--- src/hw/pcsr_defs.svh ---
// Constants of the power control and status register bank: addresses, bit positions, masks and reset values.
// Assumes nothing of its surroundings; it is included by the design modules, not by the package.
`ifndef PCSR_DEFS_SVH
`define PCSR_DEFS_SVH

// ****************************************************************
// Register addresses
// ****************************************************************
`define PCSR_ADDR_POWER_CTRL   8'h87
`define PCSR_ADDR_TIMER_CTRL   8'h88
`define PCSR_ADDR_TIMED_ACCESS 8'hc7
`define PCSR_SPACE_BIT         7
`define PCSR_BYTE_OF_BIT_MASK  8'hf8

// ****************************************************************
// Power control bit positions and masks
// ****************************************************************
`define PCSR_PC_BAUD_DOUBLE    7
`define PCSR_PC_POWER_ON       6
`define PCSR_PC_FAIL_WARN      5
`define PCSR_PC_WDT_RESET      4
`define PCSR_PC_FAIL_IRQ_EN    3
`define PCSR_PC_WDT_ENABLE     2
`define PCSR_PC_STOP           1
`define PCSR_PC_IDLE           0
`define PCSR_PC_FREE_MASK      8'h89
`define PCSR_PC_PROTECT_MASK   8'h46

// ****************************************************************
// Timer control bit positions
// ****************************************************************
`define PCSR_TC_T1_OVERFLOW    7
`define PCSR_TC_T1_RUN         6
`define PCSR_TC_T0_OVERFLOW    5
`define PCSR_TC_T0_RUN         4
`define PCSR_TC_EXT1_FLAG      3
`define PCSR_TC_EXT1_TYPE      2
`define PCSR_TC_EXT0_FLAG      1
`define PCSR_TC_EXT0_TYPE      0

// ****************************************************************
// Reset values, keys and timing
// ****************************************************************
`define PCSR_POWER_CTRL_RESET  8'h00
`define PCSR_TIMER_CTRL_RESET  8'h00
`define PCSR_READ_UNMAPPED     8'h00
`define PCSR_TA_KEY_FIRST      8'haa
`define PCSR_TA_KEY_SECOND     8'h55
`define PCSR_TA_OPEN_CYCLES    4

`endif

--- src/hw/pcsr_pkg.sv ---
// Types shared by the power control and status register bank.
// Assumes nothing of its surroundings; it uses none of the constants header.
package pcsr_pkg;

	// ****************************************************************
	// Bus request from the core
	// ****************************************************************
	typedef struct packed {
		logic       wr_en;
		logic       rd_en;
		logic [7:0] addr;
		logic [7:0] wr_data;
		logic       bit_wr_en;
		logic       bit_rd_en;
		logic [7:0] bit_addr;
		logic       bit_val;
	} pcsr_sfr_req_t;

	// Synchronous reset-type pulses from the reset controller.
	typedef struct packed {
		logic power_on;
		logic watchdog;
		logic other;
	} pcsr_reset_cause_t;

	// Hardware set or clear pulses for the timer control flags.
	typedef struct packed {
		logic t1_overflow;
		logic t0_overflow;
		logic ext1_flag;
		logic ext0_flag;
	} pcsr_timer_control_event_t;

	// ****************************************************************
	// Register layouts, bit 7 first
	// ****************************************************************
	typedef struct packed {
		logic baud_double;
		logic power_on_flag;
		logic power_fail_warning;
		logic watchdog_reset_flag;
		logic power_fail_irq_enable;
		logic watchdog_enable;
		logic stop_request;
		logic idle_request;
	} pcsr_power_ctrl_t;

	typedef struct packed {
		logic t1_overflow;
		logic t1_run;
		logic t0_overflow;
		logic t0_run;
		logic ext1_flag;
		logic ext1_type;
		logic ext0_flag;
		logic ext0_type;
	} pcsr_timer_ctrl_t;

	typedef enum logic [2:0] {
		PCSR_TA_LOCKED = 3'b001,
		PCSR_TA_ARMED  = 3'b010,
		PCSR_TA_OPEN   = 3'b100
	} pcsr_ta_state_t;

endpackage : pcsr_pkg

--- src/hw/pcsr_top.sv ---
// Power control and timer control registers of the core's special register space.
// Assumes a core on the same clock issuing one-cycle byte and bit strobes, a reset controller
// issuing synchronous reset-type pulses, and an asynchronous supply comparator output.
//
// Operation
// - Special registers decode only in 80h to FFh.
// - Timer control register is bit addressable.
// - Power bits 3 and 2 are enables.
// - Stop bit writes need timed access unlock.
// - Power control at 87h, fixed bit order.
// - Baud double output, cleared by any reset.
// - Power-on flag cleared at power-on, protected writes.
// - Fail warning sets when low, read clears.
// - Fail warning cleared at power-on, not writable.
// - Watchdog flag sets on timeout, read clears.
// - Watchdog flag set/cleared by reset type.
// - Fail interrupt enable, any reset clears it.
// - Watchdog enable protected, cleared only cold.
// - Stop request halts, any reset clears it.
// - Idle halts, cleared by interrupt or reset.
// - Timer control at 88h, fixed bit order.
`timescale 1ns/1ps
`include "pcsr_defs.svh"

module pcsr_top #(
	parameter int TA_OPEN_CYCLES = `PCSR_TA_OPEN_CYCLES
) (
	input  wire logic                         clock_in,
	input  wire logic                         sys_rst_in,
	input  wire pcsr_pkg::pcsr_sfr_req_t      sfr_req_in,
	input  wire pcsr_pkg::pcsr_reset_cause_t  reset_cause_in,
	input  wire logic                         vcc_low_in,
	input  wire logic                         wdt_timeout_in,
	input  wire logic                         irq_taken_in,
	input  wire pcsr_pkg::pcsr_timer_control_event_t   timer_control_set_in,
	input  wire pcsr_pkg::pcsr_timer_control_event_t   timer_control_ack_in,
	output logic [7:0]                        rd_data_out,
	output logic                              rd_valid_out,
	output logic                              bit_rd_data_out,
	output logic                              baud_double_out,
	output logic                              power_fail_irq_enable_out,
	output logic                              power_fail_irq_req_out,
	output logic                              watchdog_enable_out,
	output logic                              stop_mode_out,
	output logic                              idle_mode_out,
	output pcsr_pkg::pcsr_timer_ctrl_t        timer_ctrl_out
);

	pcsr_pkg::pcsr_power_ctrl_t power_ctrl_reg;
	pcsr_pkg::pcsr_power_ctrl_t power_ctrl_next;
	pcsr_pkg::pcsr_timer_ctrl_t timer_ctrl_reg;
	pcsr_pkg::pcsr_timer_ctrl_t timer_ctrl_next;
	logic [7:0]                 rd_data_reg;
	logic                       rd_valid_reg;
	logic                       bit_rd_data_reg;
	logic                       fail_irq_req_reg;
	logic                       vcc_low_meta_reg;
	logic                       vcc_low_sync_reg;
	logic                       unlock;

	// ****************************************************************
	// Address decode
	// ****************************************************************
	// special register space
	wire in_space     = sfr_req_in.addr[`PCSR_SPACE_BIT];
	wire bit_in_space = sfr_req_in.bit_addr[`PCSR_SPACE_BIT];

	wire sel_power    = in_space && (sfr_req_in.addr == `PCSR_ADDR_POWER_CTRL);
	wire sel_timer    = in_space && (sfr_req_in.addr == `PCSR_ADDR_TIMER_CTRL);
	wire sel_ta       = in_space && (sfr_req_in.addr == `PCSR_ADDR_TIMED_ACCESS);

	wire [7:0] bit_byte  = sfr_req_in.bit_addr & `PCSR_BYTE_OF_BIT_MASK;
	wire [2:0] bit_index = sfr_req_in.bit_addr[2:0];
	wire bit_sel_timer   = bit_in_space && (bit_byte == `PCSR_ADDR_TIMER_CTRL);

	wire power_wr   = sfr_req_in.wr_en && sel_power;
	wire power_rd   = sfr_req_in.rd_en && sel_power;
	wire timer_wr   = sfr_req_in.wr_en && sel_timer;
	wire timer_bwr  = sfr_req_in.bit_wr_en && bit_sel_timer;
	wire ta_wr      = sfr_req_in.wr_en && sel_ta;

	wire any_reset  = reset_cause_in.power_on || reset_cause_in.watchdog || reset_cause_in.other;

	// ****************************************************************
	// Supply comparator synchroniser
	// ****************************************************************
	always_ff @(posedge clock_in or posedge sys_rst_in) begin
		if (sys_rst_in) begin
			vcc_low_meta_reg <= 1'b0;
			vcc_low_sync_reg <= 1'b0;
		end else begin
			vcc_low_meta_reg <= vcc_low_in;
			vcc_low_sync_reg <= vcc_low_meta_reg;
		end
	end

	// ****************************************************************
	// Timed access unlock
	// ****************************************************************
	// two-key unlock sequence
	pcsr_timed_access #(
		.OPEN_CYCLES (TA_OPEN_CYCLES)
	) u_timed_access (
		.clock_in           (clock_in),
		.sys_rst_in         (sys_rst_in),
		.soft_reset_in      (any_reset),
		.ta_write_in        (ta_wr),
		.ta_data_in         (sfr_req_in.wr_data),
		.protected_write_in (power_wr),
		.unlock_out         (unlock)
	);

	// protected lanes open only when unlocked
	wire [7:0] protect_lanes = unlock ? `PCSR_PC_PROTECT_MASK : 8'h00;
	wire [7:0] write_lanes   = power_wr ? (`PCSR_PC_FREE_MASK | protect_lanes) : 8'h00;

	wire [7:0] power_merged  = (power_ctrl_reg & ~write_lanes) | (sfr_req_in.wr_data & write_lanes);

	// ****************************************************************
	// Power control next value
	// ****************************************************************
	always_comb begin
		power_ctrl_next = pcsr_pkg::pcsr_power_ctrl_t'(power_merged);
		power_ctrl_next.power_fail_warning = (power_ctrl_reg.power_fail_warning && !power_rd) || vcc_low_sync_reg;
		power_ctrl_next.watchdog_reset_flag = (power_ctrl_reg.watchdog_reset_flag && !power_rd) || wdt_timeout_in;
		if (irq_taken_in) begin
			power_ctrl_next.idle_request = 1'b0;
		end
		if (any_reset) begin
			power_ctrl_next.baud_double = 1'b0;
			power_ctrl_next.power_fail_irq_enable = 1'b0;
			power_ctrl_next.stop_request = 1'b0;
			power_ctrl_next.idle_request = 1'b0;
		end
		if (reset_cause_in.power_on) begin
			power_ctrl_next.power_on_flag = 1'b0;
			power_ctrl_next.power_fail_warning = 1'b0;
			power_ctrl_next.watchdog_reset_flag = 1'b0;
		end
		if (reset_cause_in.watchdog) begin
			power_ctrl_next.watchdog_reset_flag = 1'b1;
		end
	end

	// ****************************************************************
	// Timer control next value
	// ****************************************************************
	// Hardware sets follow acknowledges and writes, before the reset pulse, so an event in the cycle of its
	// acknowledge or of a software write is never lost.
	always_comb begin
		logic [7:0] t;
		t = timer_ctrl_reg;
		if (timer_wr) begin
			t = sfr_req_in.wr_data;
		end
		if (timer_bwr) begin
			t[bit_index] = sfr_req_in.bit_val;
		end
		if (timer_control_ack_in.t1_overflow) begin
			t[`PCSR_TC_T1_OVERFLOW] = 1'b0;
		end
		if (timer_control_ack_in.t0_overflow) begin
			t[`PCSR_TC_T0_OVERFLOW] = 1'b0;
		end
		// Level-triggered external flags follow the pin, so only edge mode clears on acknowledge.
		if (timer_control_ack_in.ext1_flag && timer_ctrl_reg.ext1_type) begin
			t[`PCSR_TC_EXT1_FLAG] = 1'b0;
		end
		if (timer_control_ack_in.ext0_flag && timer_ctrl_reg.ext0_type) begin
			t[`PCSR_TC_EXT0_FLAG] = 1'b0;
		end
		if (timer_control_set_in.t1_overflow) begin
			t[`PCSR_TC_T1_OVERFLOW] = 1'b1;
		end
		if (timer_control_set_in.t0_overflow) begin
			t[`PCSR_TC_T0_OVERFLOW] = 1'b1;
		end
		if (timer_control_set_in.ext1_flag) begin
			t[`PCSR_TC_EXT1_FLAG] = 1'b1;
		end
		if (timer_control_set_in.ext0_flag) begin
			t[`PCSR_TC_EXT0_FLAG] = 1'b1;
		end
		if (any_reset) begin
			t = `PCSR_TIMER_CTRL_RESET;
		end
		timer_ctrl_next = pcsr_pkg::pcsr_timer_ctrl_t'(t);
	end

	// ****************************************************************
	// Read data select
	// ****************************************************************
	wire [7:0] rd_mux = sel_power ? power_ctrl_reg :
	                    sel_timer ? timer_ctrl_reg :
	                    `PCSR_READ_UNMAPPED;
	wire [7:0] timer_bits = timer_ctrl_reg;
	wire       bit_mux    = bit_sel_timer ? timer_bits[bit_index] : 1'b0;

	// ****************************************************************
	// Registers
	// ****************************************************************
	// only the cold reset clears the watchdog enable
	always_ff @(posedge clock_in or posedge sys_rst_in) begin
		if (sys_rst_in) begin
			power_ctrl_reg <= pcsr_pkg::pcsr_power_ctrl_t'(`PCSR_POWER_CTRL_RESET);
			timer_ctrl_reg <= pcsr_pkg::pcsr_timer_ctrl_t'(`PCSR_TIMER_CTRL_RESET);
		end else begin
			power_ctrl_reg <= power_ctrl_next;
			timer_ctrl_reg <= timer_ctrl_next;
		end
	end

	always_ff @(posedge clock_in or posedge sys_rst_in) begin
		if (sys_rst_in) begin
			rd_data_reg     <= 8'h00;
			rd_valid_reg    <= 1'b0;
			bit_rd_data_reg <= 1'b0;
		end else begin
			rd_valid_reg <= sfr_req_in.rd_en;
			if (sfr_req_in.rd_en) begin
				rd_data_reg <= rd_mux;
			end
			if (sfr_req_in.bit_rd_en) begin
				bit_rd_data_reg <= bit_mux;
			end
		end
	end

	always_ff @(posedge clock_in or posedge sys_rst_in) begin
		if (sys_rst_in) begin
			fail_irq_req_reg <= 1'b0;
		end else begin
			fail_irq_req_reg <= power_ctrl_next.power_fail_warning && power_ctrl_next.power_fail_irq_enable;
		end
	end

	// ****************************************************************
	// Outputs
	// ****************************************************************
	assign rd_data_out               = rd_data_reg;
	assign rd_valid_out              = rd_valid_reg;
	assign bit_rd_data_out           = bit_rd_data_reg;
	assign baud_double_out           = power_ctrl_reg.baud_double;
	// enables in bits 3 and 2
	assign power_fail_irq_enable_out = power_ctrl_reg.power_fail_irq_enable;
	assign power_fail_irq_req_out    = fail_irq_req_reg;
	assign watchdog_enable_out       = power_ctrl_reg.watchdog_enable;
	assign stop_mode_out             = power_ctrl_reg.stop_request;
	assign idle_mode_out             = power_ctrl_reg.idle_request;
	assign timer_ctrl_out            = timer_ctrl_reg;

endmodule : pcsr_top

--- src/hw/pcsr_timed_access.sv ---
// Timed access unlock sequencer for protected register bits.
// Assumes writes to the timed access address arrive as one-cycle strobes on the same clock.
`timescale 1ns/1ps
`include "pcsr_defs.svh"

module pcsr_timed_access #(
	parameter int OPEN_CYCLES = `PCSR_TA_OPEN_CYCLES
) (
	input  wire logic       clock_in,
	input  wire logic       sys_rst_in,
	input  wire logic       soft_reset_in,
	input  wire logic       ta_write_in,
	input  wire logic [7:0] ta_data_in,
	input  wire logic       protected_write_in,
	output logic            unlock_out
);

	localparam int CW = $clog2(OPEN_CYCLES + 1);

	if (OPEN_CYCLES < 1) begin : g_bad_open
		$error("OPEN_CYCLES must be at least one");
	end

	pcsr_pkg::pcsr_ta_state_t state_reg;
	pcsr_pkg::pcsr_ta_state_t state_next;
	logic [CW-1:0]            count_reg;
	logic [CW-1:0]            count_next;

	wire key_first  = ta_write_in && (ta_data_in == `PCSR_TA_KEY_FIRST);
	wire key_second = ta_write_in && (ta_data_in == `PCSR_TA_KEY_SECOND);
	wire expired    = (count_reg == CW'(OPEN_CYCLES - 1));

	// ****************************************************************
	// Sequence of the two keys
	// ****************************************************************
	// A stray value breaks the sequence, so a runaway loop that writes the
	// timed access address cannot stumble into the open state.
	always_comb begin
		state_next = state_reg;
		count_next = count_reg + CW'(1);
		case (state_reg)
			pcsr_pkg::PCSR_TA_LOCKED: begin
				count_next = '0;
				if (key_first) begin
					state_next = pcsr_pkg::PCSR_TA_ARMED;
				end
			end
			pcsr_pkg::PCSR_TA_ARMED: begin
				if (key_second) begin
					state_next = pcsr_pkg::PCSR_TA_OPEN;
					count_next = '0;
				end else if (key_first) begin
					count_next = '0;
				end else if (ta_write_in || expired) begin
					state_next = pcsr_pkg::PCSR_TA_LOCKED;
				end
			end
			pcsr_pkg::PCSR_TA_OPEN: begin
				if (protected_write_in) begin
					state_next = pcsr_pkg::PCSR_TA_LOCKED;
				end else if (key_first) begin
					state_next = pcsr_pkg::PCSR_TA_ARMED;
					count_next = '0;
				end else if (ta_write_in || expired) begin
					state_next = pcsr_pkg::PCSR_TA_LOCKED;
				end
			end
			default: begin
				state_next = pcsr_pkg::PCSR_TA_LOCKED;
				count_next = '0;
			end
		endcase
		if (soft_reset_in) begin
			state_next = pcsr_pkg::PCSR_TA_LOCKED;
			count_next = '0;
		end
	end

	always_ff @(posedge clock_in or posedge sys_rst_in) begin
		if (sys_rst_in) begin
			state_reg <= pcsr_pkg::PCSR_TA_LOCKED;
			count_reg <= '0;
		end else begin
			state_reg <= state_next;
			count_reg <= count_next;
		end
	end

	assign unlock_out = (state_reg == pcsr_pkg::PCSR_TA_OPEN);

endmodule : pcsr_timed_access

--- config.mk ---
export PLATFORM = sky130hd
export DESIGN_NAME = pcsr_top
export DESIGN_NICKNAME = d
export VERILOG_FILES = /design/src/hw/pcsr_pkg.sv /design/src/hw/pcsr_top.sv /design/src/hw/pcsr_timed_access.sv
export VERILOG_INCLUDE_DIRS = /design/src /design/src/hw
export SDC_FILE = /design/constraint.sdc
export NUM_CORES = 1
export LEC_CHECK = 0
export ABC_AREA = 1
export BUFFER_PORTS_ARGS = -buffer_cell sky130_fd_sc_hd__buf_2
export CAP_MARGIN = 15
export CORE_ASPECT_RATIO = 2
export CORE_MARGIN = 2
export CORE_UTILIZATION = 52
export CTS_BUF_LIST = sky130_fd_sc_hd__clkbuf_2
export DETAILED_ROUTE_END_ITERATION = 6
export GPL_ROUTABILITY_DRIVEN = 0
export PLACE_DENSITY = 0.84
export SETUP_SLACK_MARGIN = 0.15
export SKIP_CTS_REPAIR_TIMING = 1
export SLEW_MARGIN = 20
export SYNTH_ARGS = -nofsm -noshare
export SYNTH_HDL_FRONTEND = slang
export SYNTH_SLANG_ARGS = --single-unit
--- constraint.sdc ---
create_clock -name clock_in -period 1.5 [get_ports clock_in]
set_input_delay 0.225 -clock clock_in [delete_from_list [all_inputs] [get_ports clock_in]]
set_output_delay 0.225 -clock clock_in [all_outputs]
set_load 0.01 [all_outputs]
## After elaboration in Yosys (flattened, before gate mapping)

Index checks and enable logic that the tools add are counted.

- Register bits after elaboration: 35
- Output and inout port bits: 24

- Bitwise gates (word level): 4
- Reduce and logical (&&, ||, !) cells: 24
- $lt $le $gt $ge: 2
- Add/sub/neg operators: 1
- Equality and inequality tests: 12
- Multiplexer cells: 40

Operators with widths:

| kind | number |
|---|---|
| $mux W8 | 6 |
| $mux W3 | 12 |
| $eq A8 B8 Y1 const B | 4 |
| $logic_and A1 B1 Y1 | 17 |
| $and A8 B8 Y8 | 2 |
| $mux W1 | 15 |
| $pmux W3 S3 | 1 |
| $bwmux W8 | 1 |
| $eq A8 B7 Y1 const B | 1 |
| $not A8 Y8 | 1 |
| $or A8 B8 Y8 | 1 |
| $mux W7 | 1 |
| $eq A3 B2 Y1 const B | 2 |
| $pmux W3 S2 | 1 |
| $eq A5 B5 Y1 const B | 1 |
| $logic_or A1 B1 Y1 | 5 |
| $lt A3 B4 Y1 const B | 1 |
| $ne A4 B4 Y1 const B | 1 |
| $add A3 B1 Y3 const B | 1 |
| $bmux W1 S3 | 1 |
| $demux W1 S3 | 1 |
| $eq A3 B1 Y1 const B | 1 |
| $eq A3 B3 Y1 const B | 1 |
| $ge A3 B1 Y1 const B | 1 |
| 4 further kinds | 4 |

## Logic depth before layout (Yosys ltp)

- Depth after elaboration: 9
- Gate-level depth with buffers: 11
- Mapped depth without buffers: 11

## Modules after synthesis

Synthesis repeated with hierarchy kept, for this count alone.

- Cell total of the unflattened synthesis: 297
- Area total of the unflattened synthesis: 2152.1 um2

By module, submodules not included:

| module | cells an instance | area an instance (um2) | sequential area each (um2) | times used |
|---|---|---|---|---|
| pcsr_top | 223 | 1687.9 | 725.7 | 1 |
| pcsr_timed_access | 74 | 464.2 | 151.4 | 1 |

## Worst setup path before layout

No wires, ideal clock.

- Kind: register to register
- Start point: register u_timed_access.state_reg[0]
- End point: register u_timed_access.state_reg[1]
- Period minus slack after synthesis: 1.266 ns
- Path slack: 0.234 ns
- Data arrival time: 1.149 ns
- Path buffers: 0
- Cell stages (with the launch flop): 8
- Cell sequence: dfstp_2 > inv_1 > nor3_1 > inv_1 > a21oi_2 > nand2_1 > nand3_1 > nand2_1

- Longest elaborated chain between the ends: 3
- Elaborated cells between the ends (all ways): 8
- Those cells by class: eq/ne: 5; mux: 2; reduce/logical: 1

Ends and longest elaborated chain:

| what | line | source |
|---|---|---|
| start, declared | pcsr_timed_access.sv:24 | `pcsr_pkg::pcsr_ta_state_t state_reg;` |
| start signal, assigned | pcsr_timed_access.sv:81 | `state_reg <= pcsr_pkg::PCSR_TA_LOCKED;` |
| start signal, assigned | pcsr_timed_access.sv:84 | `state_reg <= state_next;` |
| $eq A3 B3 Y1 (tied with other cells) | pcsr_timed_access.sv:41 | `case (state_reg)` |
| $pmux W3 S3 (tied with other cells) | pcsr_timed_access.sv:41 |  |
| $mux W3 or $reduce_and A2 Y1 (tied branches) | -- |  |

Several ways; a longest one is shown, not always the timed one.
A chain may end at the register's enable or synchronous reset.

==> key figures <==
Run status
  • Status: finished clean

Route
  • Post-DRT Antenna Nets: 0
  • DRT Wirelength: about 5700 um
  • DRC: 0
  • Starting DRT DRC Count: 101
  • WL/cell: 13.5 um
  • Vias per cell: ~5.2
  • Initial DRT Pass Iterations: 4
  • Via Count: approximately 2200

STA
  • Final hold violations: 0
  • Clock Skews: 28.7 ps
  • Worst-margin pin slew: between 400 and 500 ps
  • Hold_ws: between 30 and 40 ps
  • Pins over their slew limit: 0
  • Max_slew headroom: between 60% and 70%
  • RSZ-0062 raised after global routing: yes
  • Final TNS setup: 0 ps
  • Final Critical Period: 1380 ps
  • Tcrit/Tclk final: around 90%
  • Final setup vio count: 0
  • Fmax: approximately 730 MHz

Clock network
  • Root buffer cell: clkbuf_2
  • Clk_lat worst skew: 410 ps
  • TritonCTS Buffers: 5
  • # clock sinks: 35
  • Clk slew on worst S/H paths: around 170 ps
  • Clock Tree Buf Depth: 2
  • CTS tree: yes
  • H-tree lvl count: 2

Floorplan
  • Core area: around 3800 um2
  • Io pins: 69
  • Starting density of the core: a little over half
  • Die H: approximately 93 um
  • Row count: 32
  • Die W: 48.3 um
  • Die area: around 4500 um2

Setup path
  • Worst path slowest cell: dfstp_2
  • Critical path launch point type: register
  • Critical path fanouts, max: 4
  • WP buf/inv: 4
  • Critical path cell sequence: inv_4 -> nand2_4 -> nor2_4 -> nand4_1 -> buf_4 -> buf_4 -> inv_2 -> nor2_1 -> nor2_1
  • Critical Path RT: approximately 1800 ps
  • Cell family with most CP delay: flip-flops
  • Critical Path Sink Type: register
  • Arr. time, crit path: 1680 ps
  • Slowest stage delay, CP: 580 ps
  • Critical path class: register to register

Yosys
  • Ranking of synthesized cells by area: dfrtp_1 42%, nand2_1 12%, inv_1 9.9%
  • Mapped Nets: 328
  • Register area share after synthesis: between 40% and 50%
  • Distinct cells, synth: 30
  • Synth top area share: roughly two fifths
  • Post-synth top area cell: dfrtp_1
  • Mapped Area: between 2000 and 2500 um2
  • Synth Warn #: 0
  • Yosys reg bits: 35
  • Syn Inst Count: around 280
  • Syn avg cell area: 7.26 um2

Power
  • Pleak: around 0.0015 uW
  • Cell Pwr Density: 615 nW/um2
  • Peak supply drop: between 0.4 and 0.5 mV

Finish
  • Layout cells sized above 1: 31.4%
  • N_diodes: 0
  • Area grow syn2layout: 32.0%
  • Net count, final: between 400 and 500
  • Layout filler cell count: about 330

Global routing
  • Largest net degree at the start of global routing: 36
  • Initial antenna violation count: 0
  • Overflow after GRT: 0
  • Total GRT Usage: 27.4%
  • Vias in the first global route: a little over 2000
  • First-pass GRT wire length: 8740 um

Placement
  • I/O Buffers: between 60 and 70
  • Hpwl dp: roughly 4200 um

Hold path
  • HP Class: primary input to register

Flow run
  • Max Cap Violations: 0
tightest hold or removal path: stages:
cell,delay (ps)
buf_2,90
inv_1,40
a21oi_1,50
report_power, final:
part | leakage, uW | internal (uW) | switching, uW
combinational | 0.00100 | 99.5 | 145
sequential | 0.000469 | 961 | 10.7
clock | 0.0000304 | 114 | 326
placed cells by master, fill, tap and decap left out, drive strengths merged:
| master | n |
|---|---|
| a211oi | 2 |
| a21oi | 13 |
| a22oi | 8 |
| a31oi | 1 |
| buf | 81 |
| clkbuf | 6 |
| clkinv | 3 |
| dfrtp | 34 |
| dfstp | 1 |
| dlygate4sd3 | 4 |
| ha | 2 |
| inv | 55 |
| nand2 | 67 |
| nand3 | 38 |
| nand3b | 1 |
| nand4 | 2 |
| nor2 | 30 |
| nor3 | 8 |
| o211ai | 1 |
| o21ai | 6 |
| o21bai | 1 |
| o22ai | 2 |
| o31ai | 5 |
| or2 | 2 |
cell type report:
cell class	instances	area (um2)	area share, %
Tap cell	51	63.8	2.37
Sequential cell	35	878	32.6
Clock inverter	2	8.76	0.325
Clock buffer	6	30.0	1.11
Inverter	56	218	8.08
Multi-Input combinational cell	189	1020	37.8
Timing Repair Buffer	85	478	17.7
synthesized netlist by cell type, drive strengths merged:
library cell / count
o21ai: 6
o21bai: 1
inv: 55
o31ai: 5
a22oi: 8
or2: 2
dfstp: 1
ha: 2
dfrtp: 34
a31oi: 1
o22ai: 2
a211oi: 2
a21oi: 13
nor3: 8
nand4: 2
nand3b: 1
nand3: 38
nand2: 67
clkbuf: 1
nor2: 30
clkinv: 1
o211ai: 1
per-stage QoR:
stage	setup WS [ps]	utilization, %	area, um2	cells	total power [uW]
2_1_floorplan	234	-	2040	281	1090
3_3_place_gp	13.5	66.0	2510	408	1200
3_5_place_dp	9.09	66.0	2510	408	1210
4_1_cts	58.1	67.0	2550	416	1640
5_1_grt	51.8	70.8	2690	424	1730
6_report	124	70.8	2690	424	1660
cells by family (layout without fill, tap and decap cells):
logic type	Yosys count	in the layout	synth area share [%]
fa+ha+maj	2	2	1.23
simple gates	148	148	33.0
flops	35	35	43.0
buf+inv	57	149	10.7
compound gates	39	39	12.0
worst paths after layout:
check / from / end / slack [ps] / cells after the start
max reg2reg: u_timed_access.state_reg[0]$_DFFE_PP1P_ / stop_mode_out$_DFF_PP0_ / 120 / 9
max in group asynchronous: sys_rst_in / u_timed_access.state_reg[0]$_DFFE_PP1P_ / 710 / 4
min reg2reg: vcc_low_meta_reg$_DFF_PP0_ / vcc_low_sync_reg$_DFF_PP0_ / 370 / 0
min: timer_control_set_in[1] / timer_ctrl_out[3]$_DFF_PP0_ / 30 / 3
max: u_timed_access.state_reg[0]$_DFFE_PP1P_ / stop_mode_out$_DFF_PP0_ / 120 / 9
min in group asynchronous: sys_rst_in / power_fail_irq_req_out$_DFF_PP0_ / 420 / 4
per-layer routing:
metal / vias up / routed length, um / GRT usage [%]
li1: 1096 / - / -
met1: 989 / 1920 / 28.3
met2: 93 / 3200 / 47.5
met3: 26 / 304 / 4.09
met4: 0 / 280 / 15.3
met5: - / 0 / 0
(Power assumes the default switching activity.)
